File: src/hdl/pwmrpd_regs.svh
// Purpose: register offsets, field positions and reset values
// Assumes: register port carries 12-bit addresses
// Notes:   definitions only
`ifndef PWMRPD_REGS_SVH
`define PWMRPD_REGS_SVH
// ----------------------------------------
// register offsets
// ----------------------------------------
`define PWMRPD_OFS_CONTROL_ZERO 12'hF20
`define PWMRPD_OFS_CONTROL_ONE  12'hF21
`define PWMRPD_OFS_DEAD_TIME    12'hF22
// ----------------------------------------
// field positions
// ----------------------------------------
`define PWMRPD_RLF_HI   7
`define PWMRPD_RLF_LO   6
`define PWMRPD_INDEP    5
`define PWMRPD_POL_PAIR45 4
`define PWMRPD_POL_PAIR23 3
`define PWMRPD_POL_PAIR10 2
`define PWMRPD_DIV_HI   1
`define PWMRPD_DIV_LO   0
`define PWMRPD_READY    1
`define PWMRPD_ENABLE   0
// ----------------------------------------
// reset values
// ----------------------------------------
`define PWMRPD_CTL0_RST 8'h00
`define PWMRPD_CTL1_RST 8'h00
`define PWMRPD_DB_RST   8'h01
`endif

File: src/hdl/pwmrpd_pkg.sv
// Purpose: shared types of the pwm reload, prescale and deadband block
// Assumes: nothing
// Notes:   offsets, field positions and reset values live in pwmrpd_regs.svh
package pwmrpd_pkg;
   // dead-time sequencer of one complementary pair, gray along the path
   typedef enum logic [1:0] {
      PWMRPD_IDLE = 2'b00,
      PWMRPD_DEAD = 2'b01,
      PWMRPD_LIVE = 2'b11
   } pwmrpd_dt_state_type;
endpackage : pwmrpd_pkg

File: src/hdl/pwmrpd_dt_if.sv
// Purpose: carries one pair's raw request and shaped outputs
// Assumes: single clock domain
// Notes:   used between top and dead-time pair module
`timescale 1ns/1ps
`default_nettype none
interface pwmrpd_dt_if;
   logic       raw_high;   // requested state: high side active
   logic       complement; // pair in complementary mode
   logic [7:0] dead_count; // dead time in clock cycles
   logic       out_high;
   logic       out_low;
   modport ctl (output raw_high, output complement, output dead_count,
                input out_high, input out_low);
   modport pair (input raw_high, input complement, input dead_count,
                 output out_high, output out_low);
endinterface : pwmrpd_dt_if
`default_nettype wire

File: src/hdl/pwmrpd_dead_pair.sv
// Purpose: dead-time insertion for one output pair
// Assumes: dead_count is at least one
// Notes:   in independent mode the raw request passes straight through
`timescale 1ns/1ps
`default_nettype none
module pwmrpd_dead_pair (
   input  wire logic clock,
   input  wire logic rst_b,
   input  wire logic raw_low,
   pwmrpd_dt_if.pair dt
);
   pwmrpd_pkg::pwmrpd_dt_state_type state_r, state_nxt;
   logic [7:0] cnt_r, cnt_nxt;
   logic       side_r, side_nxt;  // side currently granted (1 = high)
   logic       oh_r, oh_nxt, ol_r, ol_nxt;

   // ----------------------------------------
   // next state
   // ----------------------------------------
   // both sides forced off while counting; new side only after the count
   always_comb begin
      state_nxt = state_r;
      cnt_nxt   = cnt_r;
      side_nxt  = side_r;
      oh_nxt    = oh_r;
      ol_nxt    = ol_r;
      if (!dt.complement) begin
         state_nxt = pwmrpd_pkg::PWMRPD_IDLE;
         oh_nxt    = dt.raw_high;
         ol_nxt    = raw_low;
      end else begin
         case (state_r)
            pwmrpd_pkg::PWMRPD_IDLE: begin
               oh_nxt    = 1'b0;
               ol_nxt    = 1'b0;
               side_nxt  = dt.raw_high;
               cnt_nxt   = dt.dead_count;
               state_nxt = pwmrpd_pkg::PWMRPD_DEAD;
            end
            pwmrpd_pkg::PWMRPD_DEAD: begin
               oh_nxt = 1'b0;
               ol_nxt = 1'b0;
               if (dt.raw_high != side_r) begin
                  side_nxt = dt.raw_high;
                  cnt_nxt  = dt.dead_count;
               end else if (cnt_r <= 8'h01) begin
                  state_nxt = pwmrpd_pkg::PWMRPD_LIVE;
                  oh_nxt    = side_r;
                  ol_nxt    = !side_r;
               end else begin
                  cnt_nxt = cnt_r - 8'h01;
               end
            end
            pwmrpd_pkg::PWMRPD_LIVE: begin
               if (dt.raw_high != side_r) begin
                  oh_nxt    = 1'b0;
                  ol_nxt    = 1'b0;
                  side_nxt  = dt.raw_high;
                  cnt_nxt   = dt.dead_count;
                  state_nxt = pwmrpd_pkg::PWMRPD_DEAD;
               end
            end
            default: state_nxt = pwmrpd_pkg::PWMRPD_IDLE;
         endcase
      end
   end

   // ----------------------------------------
   // registers
   // ----------------------------------------
   always_ff @(posedge clock or negedge rst_b) begin
      if (!rst_b) begin
         state_r <= pwmrpd_pkg::PWMRPD_IDLE;
         cnt_r   <= 8'h00;
         side_r  <= 1'b0;
         oh_r    <= 1'b0;
         ol_r    <= 1'b0;
      end else begin
         state_r <= state_nxt;
         cnt_r   <= cnt_nxt;
         side_r  <= side_nxt;
         oh_r    <= oh_nxt;
         ol_r    <= ol_nxt;
      end
   end

   assign dt.out_high = oh_r;
   assign dt.out_low  = ol_r;
endmodule : pwmrpd_dead_pair
`default_nettype wire

File: src/hdl/pwmrpd_top.sv
// Purpose: reload timing, prescaler, polarity and dead time of a six-output pwm
// Assumes: period_end pulses and raw channel requests come from the counter logic
// Notes:   duty and period compare live outside; this block shapes and times them
`timescale 1ns/1ps
`default_nettype none
`include "pwmrpd_regs.svh"

module pwmrpd_top #(
   parameter int CHANNELS = 6
) (
   input  wire logic                clock,
   input  wire logic                rst_b,
   input  wire logic [11:0]         addr,
   input  wire logic [7:0]          wdata,
   input  wire logic                wr_stb,
   input  wire logic                rd_stb,
   output var  logic [7:0]          rdata,
   input  wire logic                ext_clock_select,
   input  wire logic                ext_pwm_clock,
   input  wire logic                period_end,
   input  wire logic [CHANNELS-1:0] raw_channel,
   output var  logic                pwm_tick,
   output var  logic                reload_event,
   output var  logic [1:0]          active_divider,
   output var  logic                unit_enable,
   output var  logic [CHANNELS-1:0] pwm_out
);
   localparam int PAIRS = CHANNELS / 2;

   // ----------------------------------------
   // overview
   // ----------------------------------------
   // the duty compare that makes raw_channel sits outside; raw_channel is a
   // clean level and period_end a one-cycle pulse, since a level held high
   // would count as one finished period on every clock it stays high.
   // dead time counts system clocks, not prescaled ticks, so it stays fixed
   // while the divider changes; after reset each pair starts in dead time, so
   // no gate turns on before one full dead count has run.

   // ----------------------------------------
   // register state
   // ----------------------------------------
   // control one is kept only as its holding copy; the fields that must not
   // move in the middle of a period are mirrored into the _act registers
   logic [7:0] ctl0_r, ctl0_nxt;
   logic [7:0] ctl1_r, ctl1_nxt;          // holding copy of control one
   logic [7:0] db_r, db_nxt;
   logic [1:0] rlf_act_r, rlf_act_nxt;    // reload frequency in effect
   logic [1:0] div_act_r, div_act_nxt;    // divider in effect
   logic [7:0] rdata_nxt;
   logic       wr_ctl0, wr_ctl1, wr_db;

   // strobes decode the full 12-bit offset, so neighbouring registers of
   // the unit never alias onto these three; unmapped writes simply vanish
   // and leave every holding copy as it was
   assign wr_ctl0 = wr_stb && (addr == `PWMRPD_OFS_CONTROL_ZERO);
   assign wr_ctl1 = wr_stb && (addr == `PWMRPD_OFS_CONTROL_ONE);
   assign wr_db   = wr_stb && (addr == `PWMRPD_OFS_DEAD_TIME);

   // ----------------------------------------
   // reload scheduling
   // ----------------------------------------
   // reload_r trails the closing period_end by one edge and reload_event by
   // two, so software sees the event two cycles after the period ends
   logic [2:0] per_cnt_r, per_cnt_nxt;
   logic       reload_r, reload_nxt;
   logic [2:0] per_last;

   // periods per reload minus one: 0, 1, 3, 7
   always_comb begin
      case (rlf_act_r)
         2'h0:    per_last = 3'h0;
         2'h1:    per_last = 3'h1;
         2'h2:    per_last = 3'h3;
         default: per_last = 3'h7;
      endcase
   end

   // count finished periods; fire reload on the last one of the group
   // the compare is >= so a smaller group taken mid-group closes at the
   // next period end instead of wrapping through all eight counts
   always_comb begin
      per_cnt_nxt = per_cnt_r;
      reload_nxt  = 1'b0;
      if (period_end) begin
         if (per_cnt_r >= per_last) begin
            per_cnt_nxt = 3'h0;
            reload_nxt  = 1'b1;
         end else begin
            per_cnt_nxt = per_cnt_r + 3'h1;
         end
      end
   end

   // ----------------------------------------
   // register file next values
   // ----------------------------------------
   always_comb begin
      ctl0_nxt    = ctl0_r;
      ctl1_nxt    = ctl1_r;
      db_nxt      = db_r;
      rlf_act_nxt = rlf_act_r;
      div_act_nxt = div_act_r;
      // divider moves only at a reload and only when software says ready;
      // it is taken with the internal reload strobe so the new code shows
      // on active_divider in the same cycle as reload_event
      if (reload_nxt && ctl0_r[`PWMRPD_READY]) begin
         div_act_nxt = ctl1_r[`PWMRPD_DIV_HI:`PWMRPD_DIV_LO];
         ctl0_nxt[`PWMRPD_READY] = 1'b0;
      end
      // a control zero write in the same cycle wins over the auto-clear, so
      // a ready flag raised for the following reload is never lost
      if (wr_ctl0) begin
         ctl0_nxt = {6'h00, wdata[`PWMRPD_READY], wdata[`PWMRPD_ENABLE]};
      end
      if (wr_ctl1) begin
         ctl1_nxt = wdata;
         // mode bit is frozen while running so the live pairing stays intact
         if (ctl0_r[`PWMRPD_ENABLE]) begin
            ctl1_nxt[`PWMRPD_INDEP] = ctl1_r[`PWMRPD_INDEP];
         end
      end
      // the freeze is a safety net, not a queue: a refused dead-time write
      // is dropped and never applied once the unit is disabled again
      if (wr_db && !ctl0_r[`PWMRPD_ENABLE]) begin
         db_nxt = wdata;
      end
      // reload frequency follows its holding copy at every period end
      if (period_end) begin
         rlf_act_nxt = ctl1_r[`PWMRPD_RLF_HI:`PWMRPD_RLF_LO];
      end
   end

   // ----------------------------------------
   // read data, valid the cycle after the strobe
   // ----------------------------------------
   // idle cycles return zero so several slaves can share an or-combined
   // read bus without extra gating; an unmapped offset also reads zero,
   // never stale data from an earlier access
   always_comb begin
      rdata_nxt = 8'h00;
      if (rd_stb) begin
         case (addr)
            `PWMRPD_OFS_CONTROL_ZERO: rdata_nxt = ctl0_r;
            `PWMRPD_OFS_CONTROL_ONE:  rdata_nxt = ctl1_r;
            `PWMRPD_OFS_DEAD_TIME:    rdata_nxt = db_r;
            default:                  rdata_nxt = 8'h00;
         endcase
      end
   end

   always_ff @(posedge clock or negedge rst_b) begin
      if (!rst_b) begin
         ctl0_r    <= `PWMRPD_CTL0_RST;
         ctl1_r    <= `PWMRPD_CTL1_RST;
         db_r      <= `PWMRPD_DB_RST;
         rlf_act_r <= 2'h0;
         div_act_r <= 2'h0;
         per_cnt_r <= 3'h0;
         reload_r  <= 1'b0;
         rdata     <= 8'h00;
      end else begin
         ctl0_r    <= ctl0_nxt;
         ctl1_r    <= ctl1_nxt;
         db_r      <= db_nxt;
         rlf_act_r <= rlf_act_nxt;
         div_act_r <= div_act_nxt;
         per_cnt_r <= per_cnt_nxt;
         reload_r  <= reload_nxt;
         rdata     <= rdata_nxt;
      end
   end

   // ----------------------------------------
   // input clock select and prescaler
   // ----------------------------------------
   // the external input is sampled as a level; its rising edge is one source tick
   // limitation: each level must last at least one system clock, so the
   // external rate is capped at half the system clock; faster edges are lost
   logic ext_prev_r, ext_prev_nxt;
   logic src_tick;
   logic [2:0] pre_cnt_r, pre_cnt_nxt;
   logic [2:0] pre_last;
   logic       tick_nxt;

   assign ext_prev_nxt = ext_pwm_clock;
   assign src_tick     = ext_clock_select ? (ext_pwm_clock && !ext_prev_r)
                                          : 1'b1;

   always_comb begin
      case (div_act_r)
         2'h0:    pre_last = 3'h0;
         2'h1:    pre_last = 3'h1;
         2'h2:    pre_last = 3'h3;
         default: pre_last = 3'h7;
      endcase
   end

   // one output tick per 1, 2, 4 or 8 source ticks
   // divide by one on the system clock leaves pwm_tick high on every cycle,
   // so downstream logic must treat it as a plain enable, not an edge; the
   // count holds while no source tick arrives, so a source switch keeps
   // the phase reached so far
   always_comb begin
      pre_cnt_nxt = pre_cnt_r;
      tick_nxt    = 1'b0;
      if (src_tick) begin
         if (pre_cnt_r >= pre_last) begin
            pre_cnt_nxt = 3'h0;
            tick_nxt    = 1'b1;
         end else begin
            pre_cnt_nxt = pre_cnt_r + 3'h1;
         end
      end
   end

   always_ff @(posedge clock or negedge rst_b) begin
      if (!rst_b) begin
         ext_prev_r <= 1'b0;
         pre_cnt_r  <= 3'h0;
         pwm_tick   <= 1'b0;
      end else begin
         ext_prev_r <= ext_prev_nxt;
         pre_cnt_r  <= pre_cnt_nxt;
         pwm_tick   <= tick_nxt;
      end
   end

   // ----------------------------------------
   // polarity, mode and dead time per pair
   // ----------------------------------------
   // pair k drives channels 2k (high side) and 2k+1 (low side)
   // in independent mode the same pair modules pass both requests straight
   // through, so the mode can change without a second output path
   logic [CHANNELS-1:0] shaped;
   logic [CHANNELS-1:0] out_nxt;

   genvar k;
   generate
      for (k = 0; k < PAIRS; k++) begin : g_pair
         pwmrpd_dt_if dt ();
         assign dt.raw_high   = raw_channel[2*k];
         assign dt.complement = !ctl1_r[`PWMRPD_INDEP];
         assign dt.dead_count = db_r;
         pwmrpd_dead_pair u_pair (
            .clock   (clock),
            .rst_b   (rst_b),
            .raw_low (raw_channel[2*k+1]),
            .dt      (dt)
         );
         // pairs 1/0, 2/3, 4/5 take polarity bits 2, 3, 4
         // polarity acts after the dead-time shaping, so during dead time an
         // inverted pair rests high: each gate driver still sees its own
         // inactive level and shoot-through cannot be created here
         assign shaped[2*k]   = dt.out_high ^ ctl1_r[`PWMRPD_POL_PAIR10+k];
         assign shaped[2*k+1] = dt.out_low  ^ ctl1_r[`PWMRPD_POL_PAIR10+k];
      end
   endgenerate

   logic                reload_event_nxt;
   logic [1:0]          active_divider_nxt;
   logic                unit_enable_nxt;

   // every top-level output is a flop, so the power stage never sees a
   // glitch from the decode and shaping logic; these are its next values
   always_comb begin
      out_nxt            = shaped;
      reload_event_nxt   = reload_r;
      active_divider_nxt = div_act_r;
      unit_enable_nxt    = ctl0_r[`PWMRPD_ENABLE];
   end

   always_ff @(posedge clock or negedge rst_b) begin
      if (!rst_b) begin
         pwm_out        <= '0;
         reload_event   <= 1'b0;
         active_divider <= 2'h0;
         unit_enable    <= 1'b0;
      end else begin
         pwm_out        <= out_nxt;
         reload_event   <= reload_event_nxt;
         active_divider <= active_divider_nxt;
         unit_enable    <= unit_enable_nxt;
      end
   end
endmodule : pwmrpd_top
`default_nettype wire

File: config.mk
export PLATFORM = sky130hd
export DESIGN_NAME = pwmrpd_top
export DESIGN_NICKNAME = d
export VERILOG_FILES = /design/src/hdl/pwmrpd_pkg.sv /design/src/hdl/pwmrpd_dt_if.sv /design/src/hdl/pwmrpd_dead_pair.sv /design/src/hdl/pwmrpd_top.sv
export VERILOG_INCLUDE_DIRS = /design/src /design/src/hdl
export SDC_FILE = /design/constraint.sdc
export NUM_CORES = 1
export LEC_CHECK = 0
export ABC_AREA = 1
export CAP_MARGIN = 20
export CORE_MARGIN = 3
export CORE_UTILIZATION = 25
export DETAILED_ROUTE_END_ITERATION = 7
export DONT_BUFFER_PORTS = 1
export SYNTH_ARGS = -nofsm -noshare
export SYNTH_HDL_FRONTEND = slang
export SYNTH_SLANG_ARGS = --single-unit
File: constraint.sdc
create_clock -name clock -period 1.8 [get_ports clock]
set_clock_uncertainty 0.2 [all_clocks]
set_input_delay 0.36 -clock clock [delete_from_list [all_inputs] [get_ports clock]]
set_output_delay 0.36 -clock clock [all_outputs]
set_load 0.01 [all_outputs]
# After elaboration in Yosys (flattened, before gate mapping)
# Index checks and enable logic that the tools add are counted.
[word_totals] input_bits=33 elab_cells=199 reg_bits=88 output_inout_bits=19
[op_classes] mux=73 n_bitwise=8 eq_ne=34 order_cmp=5 reduce_logical=42 addsub=5
[ops] op="$pmux 8 s3" n=4
[ops] op="$mux 8" n=10
[ops] op="$eq 12x12->1 const B" n=3
[ops] op="$mux 1" n=30
[ops] op="$mux 2" n=13
[ops] op="$le 8x1->1 const B" n=3
[ops] op="$sub 8x1->8 const B" n=3
[ops] op="$ne 3x2->1 const B" n=6
[ops] op="$ne 3x3->1 const B" n=6
[ops] op="$pmux 1 s3" n=6
[ops] op="$pmux 2 s3" n=3
[ops] op="$pmux 3 s3" n=2
[ops] op="$reduce_and 3->1" n=6
[ops] op="$ne 2x1->1 const B" n=6
[ops] op="$reduce_and 4->1" n=3
[ops] op="$reduce_bool 4->1" n=3
[ops] op="$eq 2x1->1 const B" n=5
[ops] op="$eq 2x2->1 const B" n=5
[ops] op="$logic_not 2->1" n=5
[ops] op="$reduce_bool 3->1" n=3
[ops] op="$reduce_and 2->1" n=4
[ops] op="$reduce_bool 2->1" n=4
[ops] op="$add 3x1->3 const B" n=2
[ops] op="$ge 3x3->1" n=2
[ops] op="8 further kinds" n=30

# Logic depth before layout (Yosys ltp)
[logic_depth] word_depth=8 depth_mapped=11 mapped_depth_nobuf=11

# Modules after synthesis
# From an unflattened synthesis, not the netlist that was laid out.
[hier_totals] hier_cells=623 hier_area_um2=4848.4
[modules_own_cells] module="pwmrpd_dead_pair" area_each_um2=875.8 n_inst=3 seq_area_each_um2=325.3 cells_per_inst=128
[modules_own_cells] module="pwmrpd_top" area_each_um2=2220.9 n_inst=1 seq_area_each_um2=1227.4 cells_per_inst=239

# Worst setup path before layout
# OpenSTA, ideal clock, no wires.
[synth_timing] path_kind="reg-to-reg" from="register g_pair[2].u_pair.cnt_r[0]" to="register g_pair[2].u_pair.cnt_r[6]" period_less_slack_ps=1659 t_arrival_ps=1343 n_path_buf=0 path_slack_ps=141 path_stages_with_launch=12 t_required_ps=1484 setup_ps=116 cell_sequence="dfrtp_1 -> inv_1 -> ha_1 -> inv_1 -> nand2_1 -> nand2_1 -> o21ai_0 -> nand2_1 -> nand2_2 -> inv_1 -> nand2_1 -> nand2_1"
[synth_via] elab_chain_len=4 elab_cells_between_ends=7 classes_between="add/sub (1); order compare (1); eq/ne (1); mux (3); reduce/logical (1)"
[synth_rtl] element="start, declared" line="pwmrpd_dead_pair.sv:13" text="logic [7:0] cnt_r, cnt_nxt;"
[synth_rtl] element="start signal, assigned" line="pwmrpd_dead_pair.sv:80" text="cnt_r <= cnt_nxt;"
[synth_rtl] element="$sub 8x1->8" line="pwmrpd_dead_pair.sv:51" text="cnt_nxt = cnt_r - 8'h01;"
[synth_rtl] element="$mux 8" line="pwmrpd_dead_pair.sv:46" text="end else if (cnt_r <= 8'h01) begin"
[synth_rtl] element="$mux 8" line="pwmrpd_dead_pair.sv:43" text="if (dt.raw_high != side_r) begin"
[synth_rtl] element="$pmux 8 s3" line="pwmrpd_dead_pair.sv:32" text="case (state_r)"
# Parallel ways exist; a longest one is shown, timed or not. The select of a mux whose other input is x is not followed.
# A chain may end at the register's enable or synchronous reset.

# Final worst setup path
[layout_timing] from="register g_pair[1].u_pair.cnt_r[4]" to="register g_pair[1].u_pair.cnt_r[0]"
[layout_via] elab_chain_len=3
[layout_rtl] element="start, declared" line="pwmrpd_dead_pair.sv:13"
[layout_rtl] element="start signal, assigned" line="pwmrpd_dead_pair.sv:80"
[layout_rtl] element="$le 8x1->1" line="pwmrpd_dead_pair.sv:46"
[layout_rtl] element="$ne 3x3->1 (no line)"
[layout_rtl] element="$reduce_and 4->1 (no line)"
# Every way passes these cells.

==> results.sh <==
export IMPL_status="finished with violations"
export IMPL_violations="hold timing"
export IMPL_firstDrtPassIters=5
export IMPL_crit_family="simple AND/OR/NAND/NOR gates"
export IMPL_synthesis_area_um2=4700
export IMPL_synth_area_leaders="dfrtp_1, nand2_1, inv_1, nand3_1, o21ai_0"
export IMPL_synth_edf_count=0
export IMPL_grt_pass1_wl_um=18200
export IMPL_clock_root_buffer="clkbuf_16"
export IMPL_drt_total_wl_um=11000
export IMPL_synth_top_cells_by_count="nand2_1, dfrtp_1, inv_1"
export IMPL_path_cells="nor2_4, o21ai_0, nor2_1, nand2_1, nand2_4, inv_4, nand2_1, o21ai_0"
export IMPL_ys_seq_elements=88
export IMPL_setup_violations=0
export IMPL_start_kind="register"
export IMPL_h_tree_depth=3
export IMPL_yosysSeqAreaShare_pct=46.9
export IMPL_synth_top_area_share_pct=46.3
export IMPL_synthDistinctLibCells=34
export IMPL_dp_hpwl_um=8170
export IMPL_synth_top_family_by_area="simple AND/OR/NAND/NOR gates"
export IMPL_clock_path_buffers=2
export IMPL_ir_worst_vdd_mv=0.454
export IMPL_layout_setup_ws_ns=0.145
export IMPL_clkLatencyLatePin_ns=0.34
export IMPL_syn_num_nets=656
export IMPL_fin_hold_ws_ns=-0.489
export IMPL_drt_iter0_markers=228
export IMPL_start_util_pct=25.8
export IMPL_clock_sinks=88
export IMPL_required_ns=1.82
export IMPL_die_h_um=143
export IMPL_place_ws_ns=0.0213
export IMPL_placed_area_um2=5130
export IMPL_clk_pin_slew_ns=0.07
export IMPL_routabilityCongestion=0.807
export IMPL_antenna_cells=0
export IMPL_synthToLayoutAreaGrowth_pct=19.8
export IMPL_synth_compound_area_share_pct=10.9
export IMPL_yosysWarnings=0
export IMPL_max_cap_violations=0
export IMPL_fin_crit_sh_pct=92.0
export IMPL_core_area_um2=18200
export IMPL_avgViaCountPerCell=4.46
export IMPL_fmax_mhz=604
export IMPL_synth_most_common_cell="nand2_1"
export IMPL_num_io_pins=52
export IMPL_drtAntennaViolNets=0
export IMPL_p_per_area_nw_per_um2=754
export IMPL_report_final_slew_viol_count=0
export IMPL_finalInstanceArea_um2=5630
export IMPL_hold_viol_final=88
export IMPL_fin_crit_ns=1.66
export IMPL_worst_path_largest_cell_delay_ns=0.44
export IMPL_slew_headroom_pct=76.0
export IMPL_grt_max_degree=89
export IMPL_cts_tree="yes"
export IMPL_crit_fanout=10
export IMPL_antenna_found_initial=0
export IMPL_end_kind="register"
export IMPL_crit_buf_inv=1
export IMPL_worst_slew_pin_slew_ns=0.356
export IMPL_synthAdderAreaFrac_pct=3.73
export IMPL_leakage_nw=2.82
export IMPL_portBuffers=0
export IMPL_drc=0
export IMPL_cp_arrival_ns=1.68
export IMPL_grt_use_total_pct=11.1
export IMPL_final_nets=703
export IMPL_gr_total_overflow=0
export IMPL_cp_slowest_cell="dfrtp_1"
export IMPL_muxShareOfSynthArea_pct=0
export IMPL_row_count=49
export IMPL_nFillCells=1872
export IMPL_power_total_mw=4.25
export IMPL_async_flop_share_pct=100
export IMPL_grt_pass1_vias=3652
export IMPL_wl_per_cell_um=12.4
export IMPL_cts_buffers=9
export IMPL_dieArea_um2=20500
export IMPL_timing_worst_setup_path_type="reg -> reg"
export IMPL_synthFlopType="dfrtp_1"
export IMPL_synth_simple_area_share_pct=28.2
export IMPL_hold_path_class="in -> async"
export IMPL_postSynthCellCount=609
export IMPL_synth_avg_cell_area_um2=7.71
export IMPL_ff2ff_setup_slack_ns=0.14
export IMPL_layout_drive_gt1_share_pct=13.8
export IMPL_vias=3968
export IMPL_synth_xor_area_share_pct=2.05
export IMPL_die_w_um=143
export IMPL_yosys_area_top_type="dfrtp_1"
-- kinds of logic after synthesis --
kind of cell	after synthesis
simple gates	312
buf+inv	96
compound gates	88
flops	88
fa+ha+maj	14
xor+xnor	11
-- sequential cells by signal (all words and copies together) (netlist names), 2 cells and up --
register / cells
active_divider_nxt: 2
g_pair.u_pair.dt.out_low: 3
g_pair.u_pair.dt.out_high: 3
pre_cnt_r: 3
per_cnt_r: 3
pwm_out: 6
g_pair.u_pair.cnt_r: 24
rlf_act_r: 2
db_r: 8
ctl0_r: 2
g_pair.u_pair.state_r: 6
rdata: 8
active_divider: 2
g_pair.u_pair.side_r: 3
ctl1_r: 8
-- layout make-up --
| class | instances | area [um^2] | area share, % |
|---|---|---|---|
| multi-input combinational | 425 | 2150 | 38.1 |
| tap | 229 | 287 | 5.09 |
| timing repair buffer | 44 | 358 | 6.36 |
| inverter | 88 | 333 | 5.92 |
| clock inverter | 7 | 73.8 | 1.31 |
| clock buffer | 9 | 225 | 4.00 |
| sequential | 88 | 2200 | 39.2 |
-- routing by layer --
| layer | global-route usage [%] | part of all wire [%] |
|---|---|---|
| met4 | 3.30 | 1.2 |
| met2 | 16.6 | 43 |
| met5 | 0 | 0 |
| met3 | 3.01 | 4.8 |
| met1 | 15.8 | 51 |
-- worst register-to-register path: stages (launching register included) --
cell and delay (ns):
dfrtp_1 0.44, nor2_4 0.18, o21ai_0 0.11, nor2_1 0.18
nand2_1 0.12, nand2_4 0.11, inv_4 0.07, nand2_1 0.06
o21ai_0 0.07
-- layout by cell type, fill, tap and decap left out, drive strengths merged, types with 9 or more instances in the layout --
master | Yosys | routed
ha | 14 | 14
inv | 88 | 91
nand4 | 11 | 11
nor2 | 45 | 45
clkbuf | 2 | 9
nand2 | 200 | 200
dlygate4sd3 | 0 | 11
a21oi | 21 | 21
dfrtp | 87 | 87
buf | 6 | 33
nand3 | 50 | 50
o21ai | 61 | 61
-- repair_timing --
item / in CTS / in global routing
hold endpoints to repair: 102 / 89
hold buffers: 10 / 1
buffers inserted: 0 / 6
setup endpoints to repair: 0 / 25
gates resized for setup: 0 / 22
-- metrics by stage --
step	hold WS, ns	cells	setup TNS [ns]	util, %
after floorplan	-0.136	609	0	-
after CTS	-0.503	883	0	30.4
after detailed placement	-0.131	857	0	28.2
final	-0.489	890	0	30.9
after global routing	-0.510	890	-0.00295	30.9
after global placement	-0.133	857	0	28.2
-- power breakdown --
part	internal (mW)	total, mW	switching, mW	leakage, nW
registers	2.05	2.11	0.0629	1.13
logic	0.115	0.271	0.156	1.53
clock network	0.980	1.86	0.883	0.147
-- final timing paths --
kind | start | to | cells past startpoint
worst max-delay path | g_pair[1].u_pair.cnt_r[4] | g_pair[1].u_pair.cnt_r[0] | 8
worst min-delay path | rst_b | g_pair[0].u_pair.cnt_r[0] | 0
worst max register to register | g_pair[1].u_pair.cnt_r[4] | g_pair[1].u_pair.cnt_r[0] | 8
worst min register to register | reload_event_nxt | reload_event | 0
max in group asynchronous | rst_b | db_r[0] | 0
min in group clock | raw_channel[0] | g_pair[0].u_pair.dt.out_high | 2
Note: power is estimated with default switching activity, not from simulation.
